--- config.mk ---
export PLATFORM = sky130hd
export DESIGN_NAME = rb_timer
export DESIGN_NICKNAME = d
export VERILOG_FILES = /design/src/rb_timer.v /design/src/rb_down_counter.v /design/src/rb_source_select.v
export VERILOG_INCLUDE_DIRS = /design/src
export SDC_FILE = /design/constraint.sdc
export NUM_CORES = 1
export LEC_CHECK = 0
export BUFFER_PORTS_ARGS = -buffer_cell sky130_fd_sc_hd__buf_2
export CAP_MARGIN = 10
export CELL_PAD_IN_SITES_DETAIL_PLACEMENT = 1
export CELL_PAD_IN_SITES_GLOBAL_PLACEMENT = 1
export CORE_AREA = 2 2 118 120
export DETAILED_ROUTE_END_ITERATION = 16
export DIE_AREA = 0 0 120 122
export GPL_TIMING_DRIVEN = 0
export HOLD_SLACK_MARGIN = 0.15
export PLACE_DENSITY = 0.66
export SETUP_SLACK_MARGIN = 0.2
export SLEW_MARGIN = 10
export SYNTH_ARGS = -nofsm -noshare
export SYNTH_HDL_FRONTEND = slang
export SYNTH_SLANG_ARGS = --single-unit
--- constraint.sdc ---
create_clock -name clk_sys -period 5.3 [get_ports clk_sys]
set_input_delay 0.53 -clock clk_sys [delete_from_list [all_inputs] [get_ports clk_sys]]
set_output_delay 0.53 -clock clk_sys [all_outputs]
set_load 0.05 [all_outputs]
--- src/rb_timer_defs.vh ---
`ifndef RB_TIMER_DEFS_VH
`define RB_TIMER_DEFS_VH
// ==========================================
// Register indexes (byte address = 4 x index)
`define IDX_TIMER_CONTROL 10'h108
`define IDX_ONESHOT_CONTROL 10'h109
`define IDX_OUTPUT_TRIGGER_CONTROL 10'h10a
`define IDX_TIMER_MODE_CONFIG 10'h10b
`define IDX_PRESCALER_COUNT 10'h10c
`define IDX_SECONDARY_RELOAD 10'h10d
`define IDX_PRIMARY_COUNT 10'h10e
// ==========================================
// Field positions
`define CTL_RUN_REQUEST 0
`define CTL_RUN_STATUS 1
`define CTL_FORCED_HALT 2
`define OSC_TRIGGER 0
`define OSC_ABORT 1
`define OSC_ACTIVE 2
`define IOC_LEVEL_SELECT 0
`define IOC_OUTPUT_SWITCH 1
`define IOC_EXT_ENABLE 2
`define IOC_EXT_POLARITY 3
`define MODE_WRITE_TARGET 3
`define MODE_GATE_OFF 7
// ==========================================
// Operating modes and count sources
`define OPMODE_TIMER 2'h0
`define OPMODE_WAVEFORM 2'h1
`define OPMODE_ONESHOT 2'h2
`define OPMODE_DELAYED 2'h3
`define SRC_F1 2'h0
`define SRC_F8 2'h1
`define SRC_COMPANION 2'h2
`define SRC_F2 2'h3
// ==========================================
// Reset values, masks and timing counts
`define COUNT_RESET 8'hff
`define MODE_RESET 8'h00
`define MODE_WRITE_MASK 8'hbb
`define IOC_RESET 4'h0
`define SYNC_STAGES 2
`endif

--- src/rb_timer.v ---
// How it works
// - Trigger bit write starts one-shot, reads zero
// - Abort bit write stops one-shot, reads zero
// - Active flag shows one-shot running or waiting
// - Forced halt clears one-shot active flag
// - One-shot control only acts in modes 1x
// - Mode field bits 1:0 pick operating mode
// - Write target bit: both or reload only
// - Bit 7 cuts the count source off
// - Forced halt sets prescaler to all ones
// - Forced halt sets secondary to all ones
// - Forced halt sets primary to all ones
// - Secondary commits when primary is written
// - Waveform alternates reloads, primary reads live count
// - Delayed mode: primary waits, secondary pulse width
// - Timer mode reloads primary on underflow
// - Underflow every (n+1)(m+1) source cycles
// - Interrupt each underflow, pin is plain port
// - Run bit starts, clear or halt stops
// - Running writes reach counters on next event
// - Control: run, status, halt reads zero
//
// Chosen here: the Avalon-MM interface to the registers.
`include "rb_timer_defs.vh"
`default_nettype none
module rb_timer (
   input wire clk_sys,
   input wire nrst,
   input wire [11:0] address,
   input wire read,
   input wire write,
   input wire [31:0] writedata,
   output reg [31:0] readdata,
   output reg waitrequest,
   input wire companion_underflow,
   input wire external_trigger_input,
   input wire port_latch,
   output reg pulse_output_pin,
   output reg timer_irq
);
   // ==========================================
   // Declarations
   reg run_request_bit;
   reg run_status_flag;
   reg oneshot_active_flag;
   reg [3:0] out_ctl;
   reg [7:0] mode_cfg;
   reg [7:0] pre_rl;
   reg [7:0] pri_rl;
   reg [7:0] sec_rl;
   reg [7:0] sec_staged;
   reg phase;
   reg pre_pend;
   reg tmr_pend;
   reg [`SYNC_STAGES-1:0] trig_sync;
   reg trig_last;
   reg [7:0] rd_mux;
   wire take;
   wire wr;
   wire [9:0] idx;
   wire wr_ctrl;
   wire wr_osc;
   wire wr_ioc;
   wire wr_mode;
   wire wr_pre;
   wire wr_sec;
   wire wr_pri;
   wire halt;
   wire stopped;
   wire [1:0] op_mode;
   wire osc_en;
   wire alt_mode;
   wire write_target_select;
   wire src_tick;
   wire counting;
   wire tick;
   wire ext_level;
   wire ext_edge;
   wire sw_trig;
   wire abort;
   wire trig;
   wire os_end;
   wire restart;
   wire pre_load;
   wire pre_dec;
   wire [7:0] pre_val;
   wire [7:0] pre_cnt;
   wire pre_uf;
   wire tmr_load;
   wire tmr_dec;
   wire [7:0] tmr_val;
   wire [7:0] tmr_cnt;
   wire tmr_uf;
   wire pulse_phase;
   wire level;

   // ==========================================
   // Avalon-MM slave
   // A request is held one cycle with waitrequest high, then answered
   assign take = (read | write) & waitrequest;
   assign wr = write & ~waitrequest;
   assign idx = address[11:2];
   assign wr_ctrl = wr & (idx == `IDX_TIMER_CONTROL);
   assign wr_osc = wr & (idx == `IDX_ONESHOT_CONTROL);
   assign wr_ioc = wr & (idx == `IDX_OUTPUT_TRIGGER_CONTROL);
   assign wr_mode = wr & (idx == `IDX_TIMER_MODE_CONFIG);
   assign wr_pre = wr & (idx == `IDX_PRESCALER_COUNT);
   assign wr_sec = wr & (idx == `IDX_SECONDARY_RELOAD);
   assign wr_pri = wr & (idx == `IDX_PRIMARY_COUNT);

   // Wait state generator
   always @(posedge clk_sys or negedge nrst) begin
      if (!nrst) begin
         waitrequest <= 1'b1;
      end else begin
         waitrequest <= ~take;
      end
   end

   // Read view; unmapped and write-only words read zero
   always @* begin
      case (idx)
         `IDX_TIMER_CONTROL: rd_mux = {6'h00, run_status_flag, run_request_bit};
         `IDX_ONESHOT_CONTROL: rd_mux = {5'h00, oneshot_active_flag, 2'h0};
         `IDX_OUTPUT_TRIGGER_CONTROL: rd_mux = {4'h0, out_ctl};
         `IDX_TIMER_MODE_CONFIG: rd_mux = mode_cfg;
         `IDX_PRESCALER_COUNT: rd_mux = pre_cnt;
         `IDX_PRIMARY_COUNT: rd_mux = tmr_cnt;
         default: rd_mux = 8'h00;
      endcase
   end

   // Read data stand while waitrequest is low
   always @(posedge clk_sys or negedge nrst) begin
      if (!nrst) begin
         readdata <= 32'h0000_0000;
      end else if (take && read) begin
         readdata <= {24'h00_0000, rd_mux};
      end
   end

   // ==========================================
   // Mode decode
   assign op_mode = mode_cfg[1:0];
   assign osc_en = op_mode[1];
   assign alt_mode = (op_mode == `OPMODE_WAVEFORM) | (op_mode == `OPMODE_DELAYED);
   assign write_target_select = mode_cfg[`MODE_WRITE_TARGET];
   assign halt = wr_ctrl & writedata[`CTL_FORCED_HALT];
   assign stopped = ~run_status_flag;

   // Configuration registers
   always @(posedge clk_sys or negedge nrst) begin
      if (!nrst) begin
         mode_cfg <= `MODE_RESET;
         out_ctl <= `IOC_RESET;
      end else begin
         if (wr_mode) begin
            mode_cfg <= writedata[7:0] & `MODE_WRITE_MASK;
         end
         if (wr_ioc) begin
            out_ctl <= writedata[3:0];
         end
      end
   end

   // ==========================================
   // Count source
   rb_source_select u_src (
      .clk_sys(clk_sys),
      .nrst(nrst),
      .sel(mode_cfg[5:4]),
      .gate_off(mode_cfg[`MODE_GATE_OFF]),
      .companion_underflow(companion_underflow),
      .tick(src_tick)
   );

   // Run control; status follows the request one cycle later, but a forced halt clears both in the same cycle
   always @(posedge clk_sys or negedge nrst) begin
      if (!nrst) begin
         run_request_bit <= 1'b0;
         run_status_flag <= 1'b0;
      end else begin
         if (wr_ctrl) begin
            run_request_bit <= writedata[`CTL_RUN_REQUEST] & ~halt;
         end
         run_status_flag <= run_request_bit & ~halt;
      end
   end

   // One-shot modes count only while a shot is active
   assign counting = osc_en ? oneshot_active_flag : 1'b1;
   assign tick = run_status_flag & src_tick & counting;

   // ==========================================
   // External trigger, synchronised before any edge logic
   always @(posedge clk_sys or negedge nrst) begin
      if (!nrst) begin
         trig_sync <= {`SYNC_STAGES{1'b1}}; // Pin idles high, so no false edge after reset
         trig_last <= 1'b1;
      end else begin
         trig_sync <= {trig_sync[`SYNC_STAGES-2:0], external_trigger_input};
         trig_last <= ext_level;
      end
   end
   assign ext_level = trig_sync[`SYNC_STAGES-1];
   // Polarity 1 takes rising edges, 0 falling
   assign ext_edge = out_ctl[`IOC_EXT_POLARITY] ? (ext_level & ~trig_last) : (~ext_level & trig_last);

   // ==========================================
   // One-shot sequencing
   assign sw_trig = wr_osc & writedata[`OSC_TRIGGER] & osc_en;
   assign abort = wr_osc & writedata[`OSC_ABORT] & osc_en;
   // A trigger while a shot runs is ignored
   assign trig = run_status_flag & osc_en & ~oneshot_active_flag & ~abort
                 & (sw_trig | (ext_edge & out_ctl[`IOC_EXT_ENABLE]));
   // Delayed mode ends after the pulse phase, plain one-shot at once
   assign os_end = osc_en & oneshot_active_flag & tmr_uf
                   & ((op_mode == `OPMODE_ONESHOT) | phase);
   assign restart = trig | os_end | (abort & oneshot_active_flag);

   // Active flag and phase; primary phase first after every start
   always @(posedge clk_sys or negedge nrst) begin
      if (!nrst) begin
         oneshot_active_flag <= 1'b0;
         phase <= 1'b0;
      end else if (halt || abort || !run_request_bit) begin
         oneshot_active_flag <= 1'b0;
         phase <= 1'b0;
      end else if (trig) begin
         oneshot_active_flag <= 1'b1;
         phase <= 1'b0;
      end else if (os_end) begin
         oneshot_active_flag <= 1'b0;
         phase <= 1'b0;
      end else if (tmr_uf && alt_mode) begin
         phase <= ~phase;
      end else if (!run_status_flag) begin
         phase <= 1'b0;
      end
   end

   // ==========================================
   // Reload registers
   // Secondary is staged and only commits with the primary write
   always @(posedge clk_sys or negedge nrst) begin
      if (!nrst) begin
         pre_rl <= `COUNT_RESET;
         pri_rl <= `COUNT_RESET;
         sec_rl <= `COUNT_RESET;
         sec_staged <= `COUNT_RESET;
      end else if (halt) begin
         pre_rl <= `COUNT_RESET;
         pri_rl <= `COUNT_RESET;
         sec_rl <= `COUNT_RESET;
         sec_staged <= `COUNT_RESET;
      end else begin
         if (wr_pre) begin
            pre_rl <= writedata[7:0];
         end
         if (wr_sec) begin
            sec_staged <= writedata[7:0];
         end
         if (wr_pri) begin
            pri_rl <= writedata[7:0];
            sec_rl <= sec_staged;
         end
      end
   end

   // Running writes with write-both wait for the counters' own event
   always @(posedge clk_sys or negedge nrst) begin
      if (!nrst) begin
         pre_pend <= 1'b0;
         tmr_pend <= 1'b0;
      end else if (halt || stopped) begin
         pre_pend <= 1'b0;
         tmr_pend <= 1'b0;
      end else begin
         if (wr_pre && !write_target_select) begin
            pre_pend <= 1'b1;
         end else if (tick) begin
            pre_pend <= 1'b0;
         end
         if (wr_pri && !write_target_select) begin
            tmr_pend <= 1'b1;
         end else if (pre_uf) begin
            tmr_pend <= 1'b0;
         end
      end
   end

   // ==========================================
   // Prescaler counter
   assign pre_load = halt | (wr_pre & stopped) | (tick & pre_pend) | restart;
   assign pre_dec = tick & ~pre_pend;
   assign pre_val = halt ? `COUNT_RESET : ((wr_pre & stopped) ? writedata[7:0] : pre_rl);

   rb_down_counter #(.W(8)) u_pre (
      .clk_sys(clk_sys),
      .nrst(nrst),
      .load(pre_load),
      .dec(pre_dec),
      .value(pre_val),
      .count(pre_cnt),
      .underflow(pre_uf)
   );

   // ==========================================
   // Timer counter; counts prescaler underflows
   assign tmr_load = halt | (wr_pri & stopped) | (pre_uf & tmr_pend) | restart;
   assign tmr_dec = pre_uf & ~tmr_pend;
   // Leaving the primary phase reloads from the secondary value
   assign tmr_val = halt ? `COUNT_RESET :
                    (wr_pri & stopped) ? writedata[7:0] :
                    (tmr_uf & ~phase & alt_mode & ~os_end) ? sec_rl : pri_rl;

   rb_down_counter #(.W(8)) u_tmr (
      .clk_sys(clk_sys),
      .nrst(nrst),
      .load(tmr_load),
      .dec(tmr_dec),
      .value(tmr_val),
      .count(tmr_cnt),
      .underflow(tmr_uf)
   );

   // ==========================================
   // Interrupt request pulse
   always @(posedge clk_sys or negedge nrst) begin
      if (!nrst) begin
         timer_irq <= 1'b0;
      end else begin
         case (op_mode)
            `OPMODE_TIMER: timer_irq <= tmr_uf;
            `OPMODE_WAVEFORM: timer_irq <= tmr_uf & phase;
            default: timer_irq <= os_end;
         endcase
      end
   end

   // ==========================================
   // Pulse output pin
   // Level select 0 drives high in the primary or pulse phase
   assign pulse_phase = osc_en ? (oneshot_active_flag & ((op_mode == `OPMODE_ONESHOT) | phase))
                               : (run_status_flag & ~phase);
   assign level = pulse_phase ^ out_ctl[`IOC_LEVEL_SELECT];

   // Timer mode or output switch hands the pin to the port latch
   always @(posedge clk_sys or negedge nrst) begin
      if (!nrst) begin
         pulse_output_pin <= 1'b0;
      end else if ((op_mode == `OPMODE_TIMER) || out_ctl[`IOC_OUTPUT_SWITCH]) begin
         pulse_output_pin <= port_latch;
      end else begin
         pulse_output_pin <= level;
      end
   end
endmodule // rb_timer
`default_nettype wire

--- src/rb_down_counter.v ---
`default_nettype none
// ==========================================
// Reloadable down counter
module rb_down_counter #(
   parameter W = 8
) (
   input wire clk_sys,
   input wire nrst,
   input wire load,
   input wire dec,
   input wire [W-1:0] value,
   output reg [W-1:0] count,
   output wire underflow
);
   // Passing below zero is the underflow; it reloads from value
   assign underflow = dec & (count == {W{1'b0}});

   // Load wins over decrement
   always @(posedge clk_sys or negedge nrst) begin
      if (!nrst) begin
         count <= {W{1'b1}};
      end else if (load || underflow) begin
         count <= value;
      end else if (dec) begin
         count <= count - {{(W-1){1'b0}}, 1'b1};
      end
   end
endmodule // rb_down_counter
`default_nettype wire

--- src/rb_source_select.v ---
`include "rb_timer_defs.vh"
`default_nettype none
// ==========================================
// Count source enable pulses
module rb_source_select (
   input wire clk_sys,
   input wire nrst,
   input wire [1:0] sel,
   input wire gate_off,
   input wire companion_underflow,
   output reg tick
);
   reg [2:0] div;

   // Free running divider gives f2 and f8 as one-cycle enables
   always @(posedge clk_sys or negedge nrst) begin
      if (!nrst) begin
         div <= 3'h0;
      end else begin
         div <= div + 3'h1;
      end
   end

   // Gate off cuts the source before the prescaler
   always @* begin
      case (sel)
         `SRC_F1: tick = 1'b1;
         `SRC_F8: tick = (div == 3'h7);
         `SRC_COMPANION: tick = companion_underflow;
         `SRC_F2: tick = div[0];
         default: tick = 1'b0;
      endcase
      if (gate_off) begin
         tick = 1'b0;
      end
   end
endmodule // rb_source_select
`default_nettype wire

Word level (Yosys, flattened, before mapping)
Cells that the tools add are included.
{"block": "totals", "mem_bits_ro": 0, "latchBits": 0, "inputBits": 51, "output_inout_bits": 35, "memories": 0, "mem_bits_rw": 0, "register_bits": 81}
{"block": "classes", "shift": 0, "reduce_logical": 24, "order_cmp": 0, "n_addsub": 3, "div_mod_pow": 0, "n_bitwise": 68, "n_eq_ne": 15, "n_mux": 39, "mul": 0}
{"operator": "8-bit 2-to-1 mux", "n": 17}
{"operator": "10-bit by 9-bit == test with 1-bit output (second input constant)", "n": 7}
{"operator": "8-bit one-hot mux with 6 select lines", "n": 1}
{"operator": "1-bit bitwise AND", "n": 43}
{"operator": "1-bit 2-to-1 mux", "n": 19}
{"operator": "8-bit logical NOT", "n": 2}
{"operator": "8-bit by 1-bit subtractor with 8-bit output (second input constant)", "n": 2}
{"operator": "1-bit inverter", "n": 12}
{"operator": "1-bit OR", "n": 12}
{"operator": "2-bit nonzero test", "n": 5}
{"operator": "3-bit nonzero test", "n": 3}
{"operator": "2-bit == test (second input constant)", "n": 4}
{"operator": "1-bit logical OR", "n": 6}
{"operator": "5-bit by 1-bit inequality test with 1-bit output (second input constant)", "n": 1}
{"operator": "2-bit by 1-bit == test with 1-bit output (second input constant)", "n": 2}
{"operator": "1-bit logical AND", "n": 4}
{"operator": "2-bit logical NOT", "n": 2}
{"operator": "1-bit one-hot mux with 4 select lines", "n": 1}
{"operator": "3-bit by 1-bit adder with 3-bit output (second input constant)", "n": 1}
{"operator": "3-bit == test (second input constant)", "n": 1}
{"operator": "1-bit logical NOT", "n": 2}
{"operator": "1-bit one-hot mux with 2 select lines", "n": 1}
{"operator": "1-bit XOR", "n": 1}

Depth between registers and ports, before layout
{"block": "depth", "word_depth": 17, "ltp_mapped": 10, "depth_no_buf": 8}

Cells and area by module
Synthesis repeated with hierarchy kept, for this count alone.
{"block": "hier_totals", "hier_cells": 471, "hier_area_um2": 4737.0}
{"mod": "rb_timer", "area_each_um2": 3552.2, "seq_area_each_um2": 1596.5, "n_inst": 1, "cells_per_inst": 353}
{"mod": "rb_down_counter (u_pre)", "area_each_um2": 523.0, "seq_area_each_um2": 210.2, "n_inst": 1, "cells_per_inst": 55}
{"mod": "rb_down_counter (u_tmr)", "area_each_um2": 523.0, "seq_area_each_um2": 210.2, "n_inst": 1, "cells_per_inst": 54}
{"mod": "rb_source_select", "area_each_um2": 138.9, "seq_area_each_um2": 75.1, "n_inst": 1, "cells_per_inst": 9}

Least setup slack after synthesis
Ideal clock, no wire load.
{"block": "synth_path", "kind": "flip-flop to flip-flop", "from": "register waitrequest", "to": "register u_pre.count[1]", "setup_ps": 77, "period_less_slack_ps": 2351, "t_arrival_ps": 2274, "path_buffers": 3, "path_stages_with_launch": 9, "path_slack_ps": 2949, "cell_sequence": "dfstp_2 -> and3b_1 -> nand4_1 -> buf_2 -> nand2_1 -> or4_1 -> buf_2 -> buf_4 -> o21a_1"}
{"block": "synth_between", "elab_chain_len": 13}
{"item": "start: declaration", "line": "rb_timer.v:34", "rtl": "output reg waitrequest,"}
{"item": "start signal: assignment", "line": "rb_timer.v:116", "rtl": "waitrequest <= ~take;"}
{"item": "1-bit inverter (*)", "line": "rb_timer.v:101", "rtl": "assign wr = write & ~waitrequest;"}
{"item": "1-bit bitwise AND (*)", "line": "rb_timer.v:101"}
{"item": "1-bit bitwise AND", "line": "rb_timer.v:104", "rtl": "assign wr_osc = wr & (idx == `IDX_ONESHOT_CONTROL);"}
{"item": "1-bit bitwise AND (2 in a row)", "line": "rb_timer.v:212", "rtl": "assign abort = wr_osc & writedata[`OSC_ABORT] & osc_en;"}
{"item": "1-bit inverter", "line": "rb_timer.v:214", "rtl": "assign trig = run_status_flag & osc_en & ~oneshot_active_flag & ~abort"}
{"item": "1-bit bitwise AND (2 in a row)", "line": "rb_timer.v:214"}
{"item": "1-bit OR (2 in a row)", "line": "rb_timer.v:219", "rtl": "assign restart = trig | os_end | (abort & oneshot_active_flag);"}
{"item": "1-bit OR", "line": "rb_timer.v:294", "rtl": "assign pre_load = halt | (wr_pre & stopped) | (tick & pre_pend) | restart;"}
{"item": "1-bit logical OR", "line": "rb_down_counter.v:22", "rtl": "end else if (load || underflow) begin"}
{"item": "8-bit 2-to-1 mux / 2-bit nonzero test (equally long branches)"}
{"item": "end signal: assignment", "line": "rb_down_counter.v:21", "rtl": "count <= {W{1'b1}};"}
{"item": "end signal: assignment", "line": "rb_down_counter.v:23", "rtl": "count <= value;"}
{"item": "end signal: assignment", "line": "rb_down_counter.v:25", "rtl": "count <= count - {{(W-1){1'b0}}, 1'b1};"}
{"item": "end: declaration", "line": "rb_down_counter.v:12", "rtl": "output reg [W-1:0] count,"}
Mark *: on every way between the ends. The rest lies on a longest branch, timed or not.
A chain may end at the register's enable or synchronous reset.

Worst setup path in the final report
{"block": "layout_path", "from": "input address[7]", "to": "register pri_rl[0]"}
{"block": "layout_between", "elab_chain_len": 4}
{"item": "start: declaration", "line": "rb_timer.v:29", "rtl": "input wire [11:0] address,"}
{"item": "10-bit by 9-bit == test with 1-bit output"}
{"item": "1-bit bitwise AND", "line": "rb_timer.v:103", "rtl": "assign wr_ctrl = wr & (idx == `IDX_TIMER_CONTROL);"}
{"item": "1-bit bitwise AND", "line": "rb_timer.v:148", "rtl": "assign halt = wr_ctrl & writedata[`CTL_FORCED_HALT];"}
{"item": "8-bit 2-to-1 mux / 2-bit nonzero test (equally long branches)"}
{"item": "end signal: assignment", "line": "rb_timer.v:248", "rtl": "pri_rl <= `COUNT_RESET;"}
{"item": "end signal: assignment", "line": "rb_timer.v:253", "rtl": "pri_rl <= `COUNT_RESET;"}
{"item": "end signal: assignment", "line": "rb_timer.v:264", "rtl": "pri_rl <= writedata[7:0];"}
{"item": "end: declaration", "line": "rb_timer.v:49", "rtl": "reg [7:0] pri_rl;"}
Parallel ways exist; a longest one is shown, timed or not.

==> out/metrics.cfg <==
[outcome]
status = finished, final reports clean

[floorplanning]
die_w_um = 120
die_height_um = 122
start_util = 0.342
die_area_sq_um = 14600
ioPinCount = 86
coreArea_sq_um = 13500
rows = 43

[placement]
dp_slack_ps = 2190
dp_cells = 706
place_area_sq_um = 5110
place_hpwl_um = 9560
port-buffer-count = 31
routabilityCongestion = 0.874

[setup_path]
cp.arrival_ps = 3120
regToRegSetupSlack_ps = 2670
critPathKind = primary input to flop
reg2reg_depth = 9
path_max_fanout = 10
crit_path_end_kind = flop
crit_required_ps = 5570
r2r-end = u_tmr.count[4]
rr_startpoint = u_pre.count[0]
start_kind = primary input

[timing]
slew_violations = 0
tightest_slew_ps = 1110
relSlewSlack = 0.255
hold-worst-slack_ps = 291
rsz0062_at_grt = false
hold_violations = 0
setup-tns-final_ps = 0
fin_skew_ps = 6.15
setup_viol = 0
clock.fmax_mhz = 351
min_period_ps = 2850
finalCritPeriodShare = 0.538
worst_slack_ps = 2450

[global_routing]
grt_usage = 0.188
grt_pass1_vias = 3849
antenna_found_initial = 0
grt_first_pass_wirelength_um = 21100
grt_max_degree = 53
grt_overflow = 0

[synthesis]
syn_avg_cell_area_sq_um = 9.79
synth.largest_area_cell = dfstp_2
synth_edf_count = 0
netlist.area_leader.share = 0.296
ys_types = 59
ys_seq_area_frac = 0.454
netlist_area_sq_um = 4610
ys_ff_latch = 81
synth_ff_type = dfstp_2
yosysWarnings = 0
async_flop_share = 1.00
synthTopCellsByArea = dfstp_2 (30%), dfrtp_1 (16%), mux2i_1 (8.2%)
synthCells = 471

[final_layout]
drive_above_1_share = 0.282
layout_commonest_cell = nand2_1
layout_common_cells = nand2_1 (73), dfstp_2 (52), buf_2 (39), mux2i_1 (38), nor2_1 (31)
num-fill-cells = 1549
fin_util = 0.401
multi_input_area_sq_um = 2280
ff_latch_area_sq_um = 2090
antenna_cells = 0
layout.cells.non_filler = 722
final_area_sq_um = 5420
syn_to_final_growth_pct = 17.5
final_nets = 593

[detailed_routing]
num_vias = 3627
antenna_left = 0
routedWlPerCell_um = 17.9
vias_per_cell = 5.02
drc_errors = 0
dr.pass1.iters = 4
drt_iter0_markers = 165
wirelength_um = 13000

[clock_tree]
insertion_delay_ps = 340
numCtsBuffers = 9
htree_levels = 3
cts.sinks = 81
cts_buffer_depth = 2
clk_pin_slew_ps = 60
cts_setup_buffers = 0
cts_tree = yes
root_buffer = clkbuf_16

[job]
max_cap_viol_count = 0

[worst_hold_path]
min_path_cells = 1
hp-class = primary input to flop
worstHoldStart = external_trigger_input
hold_path_end = trig_sync[0]

[power_and_ir_drop]
p_per_area_nw_per_um2 = 291
total_power_mw = 1.58
swShare = 0.278
ir_worst_vdd_mv = 0.214
power_switching_mw = 0.438
seq_power_share = 0.438
pwr-share-clk = 0.399
p_leak_nw = 2.66
combPwrFrac = 0.163
intPower_mw = 1.14

[layout make-up]
| type | count | share of cell area |
|---|---|---|
| buffer | 47 | 0.0533 |
| timing repair buffer | 33 | 0.0360 |
| tap | 180 | 0.0416 |
| clock buffer | 14 | 0.0547 |
| inverter | 10 | 0.00693 |
| clock inverter | 1 | 0.000923 |
| multi-input combinational | 356 | 0.421 |
| sequential | 81 | 0.386 |
[critical path: stages]
cell and delay, ps:
buf_2 90, nor3b_1 550, nand2_1 370, nor3_1 980, buf_2 390, nand2_1 90, nand3_1 120
[state kept, by name, summed over array words and instances, names as in the netlist, 2 cells and up]
name / count
u_src.div: 3
out_ctl: 4
u_pre.count: 8
readdata: 8
pre_rl: 8
mode_cfg: 6
u_tmr.count: 8
sec_staged: 8
sec_rl: 8
trig_sync: 2
pri_rl: 8
[cells in the mapped netlist, types with 11 or more instances]
cell,n
mux2i_1,38
nand2_1,73
a21oi_1,13
mux2_2,13
dfrtp_1,29
xor2_1,12
clkbuf_1,11
nor2_1,31
o21ai_0,19
buf_4,25
nand3_1,24
dfstp_2,52
[metal layers]
layer / part of all wire / up-vias / wire length, um / GRT usage
li1: - / 1730 / - / -
met5: 0 / - / 0 / 0
met3: 0.036 / 21 / 468 / 0.0346
met1: 0.47 / 1802 / 6130 / 0.248
met4: 0.023 / 0 / 297 / 0.0618
met2: 0.47 / 74 / 6060 / 0.312
[power groups by stage]
stage,sequential [mW],combinational (mW),clock [mW]
after floorplan,0.695,0.184,0
after global placement,0.699,0.244,0
after detailed placement,0.700,0.253,0
after CTS,0.691,0.257,0.643
after global routing,0.695,0.280,0.666
final,0.691,0.257,0.629
[repair_timing]
action                                 CTS  global route
setup endpoints to repair                0             0
hold buffers                             1             0
gates resized for setup                  0             0
endpoints found under the hold margin    6             0
[worst max path at each step]
stage,start,endpoint
global placement,address[7],pri_rl[1]
CTS,address[7],pri_rl[0]
finish,address[7],pri_rl[0]
global route,address[7],pri_rl[0]
detailed placement,address[7],pri_rl[0]
floorplan,waitrequest,u_pre.count[1]
[cells by family (layout without fill, tap and decap cells)]
kind of cell               count (synthesis)  count (layout)  share of synthesized area
DFF                                       81              81                      0.454
other                                      1              24                   0.000813
adders and majority gates                  4               4                     0.0109
muxes                                     57              57                      0.129
xor gates and xnor gates                  13              13                     0.0247
buffers and inverters                     57             105                     0.0708
AOI/OAI and AO/OA                         64              64                     0.0865
and+or+nand+nor                          194             194                      0.224
(Power assumes the default switching activity.)
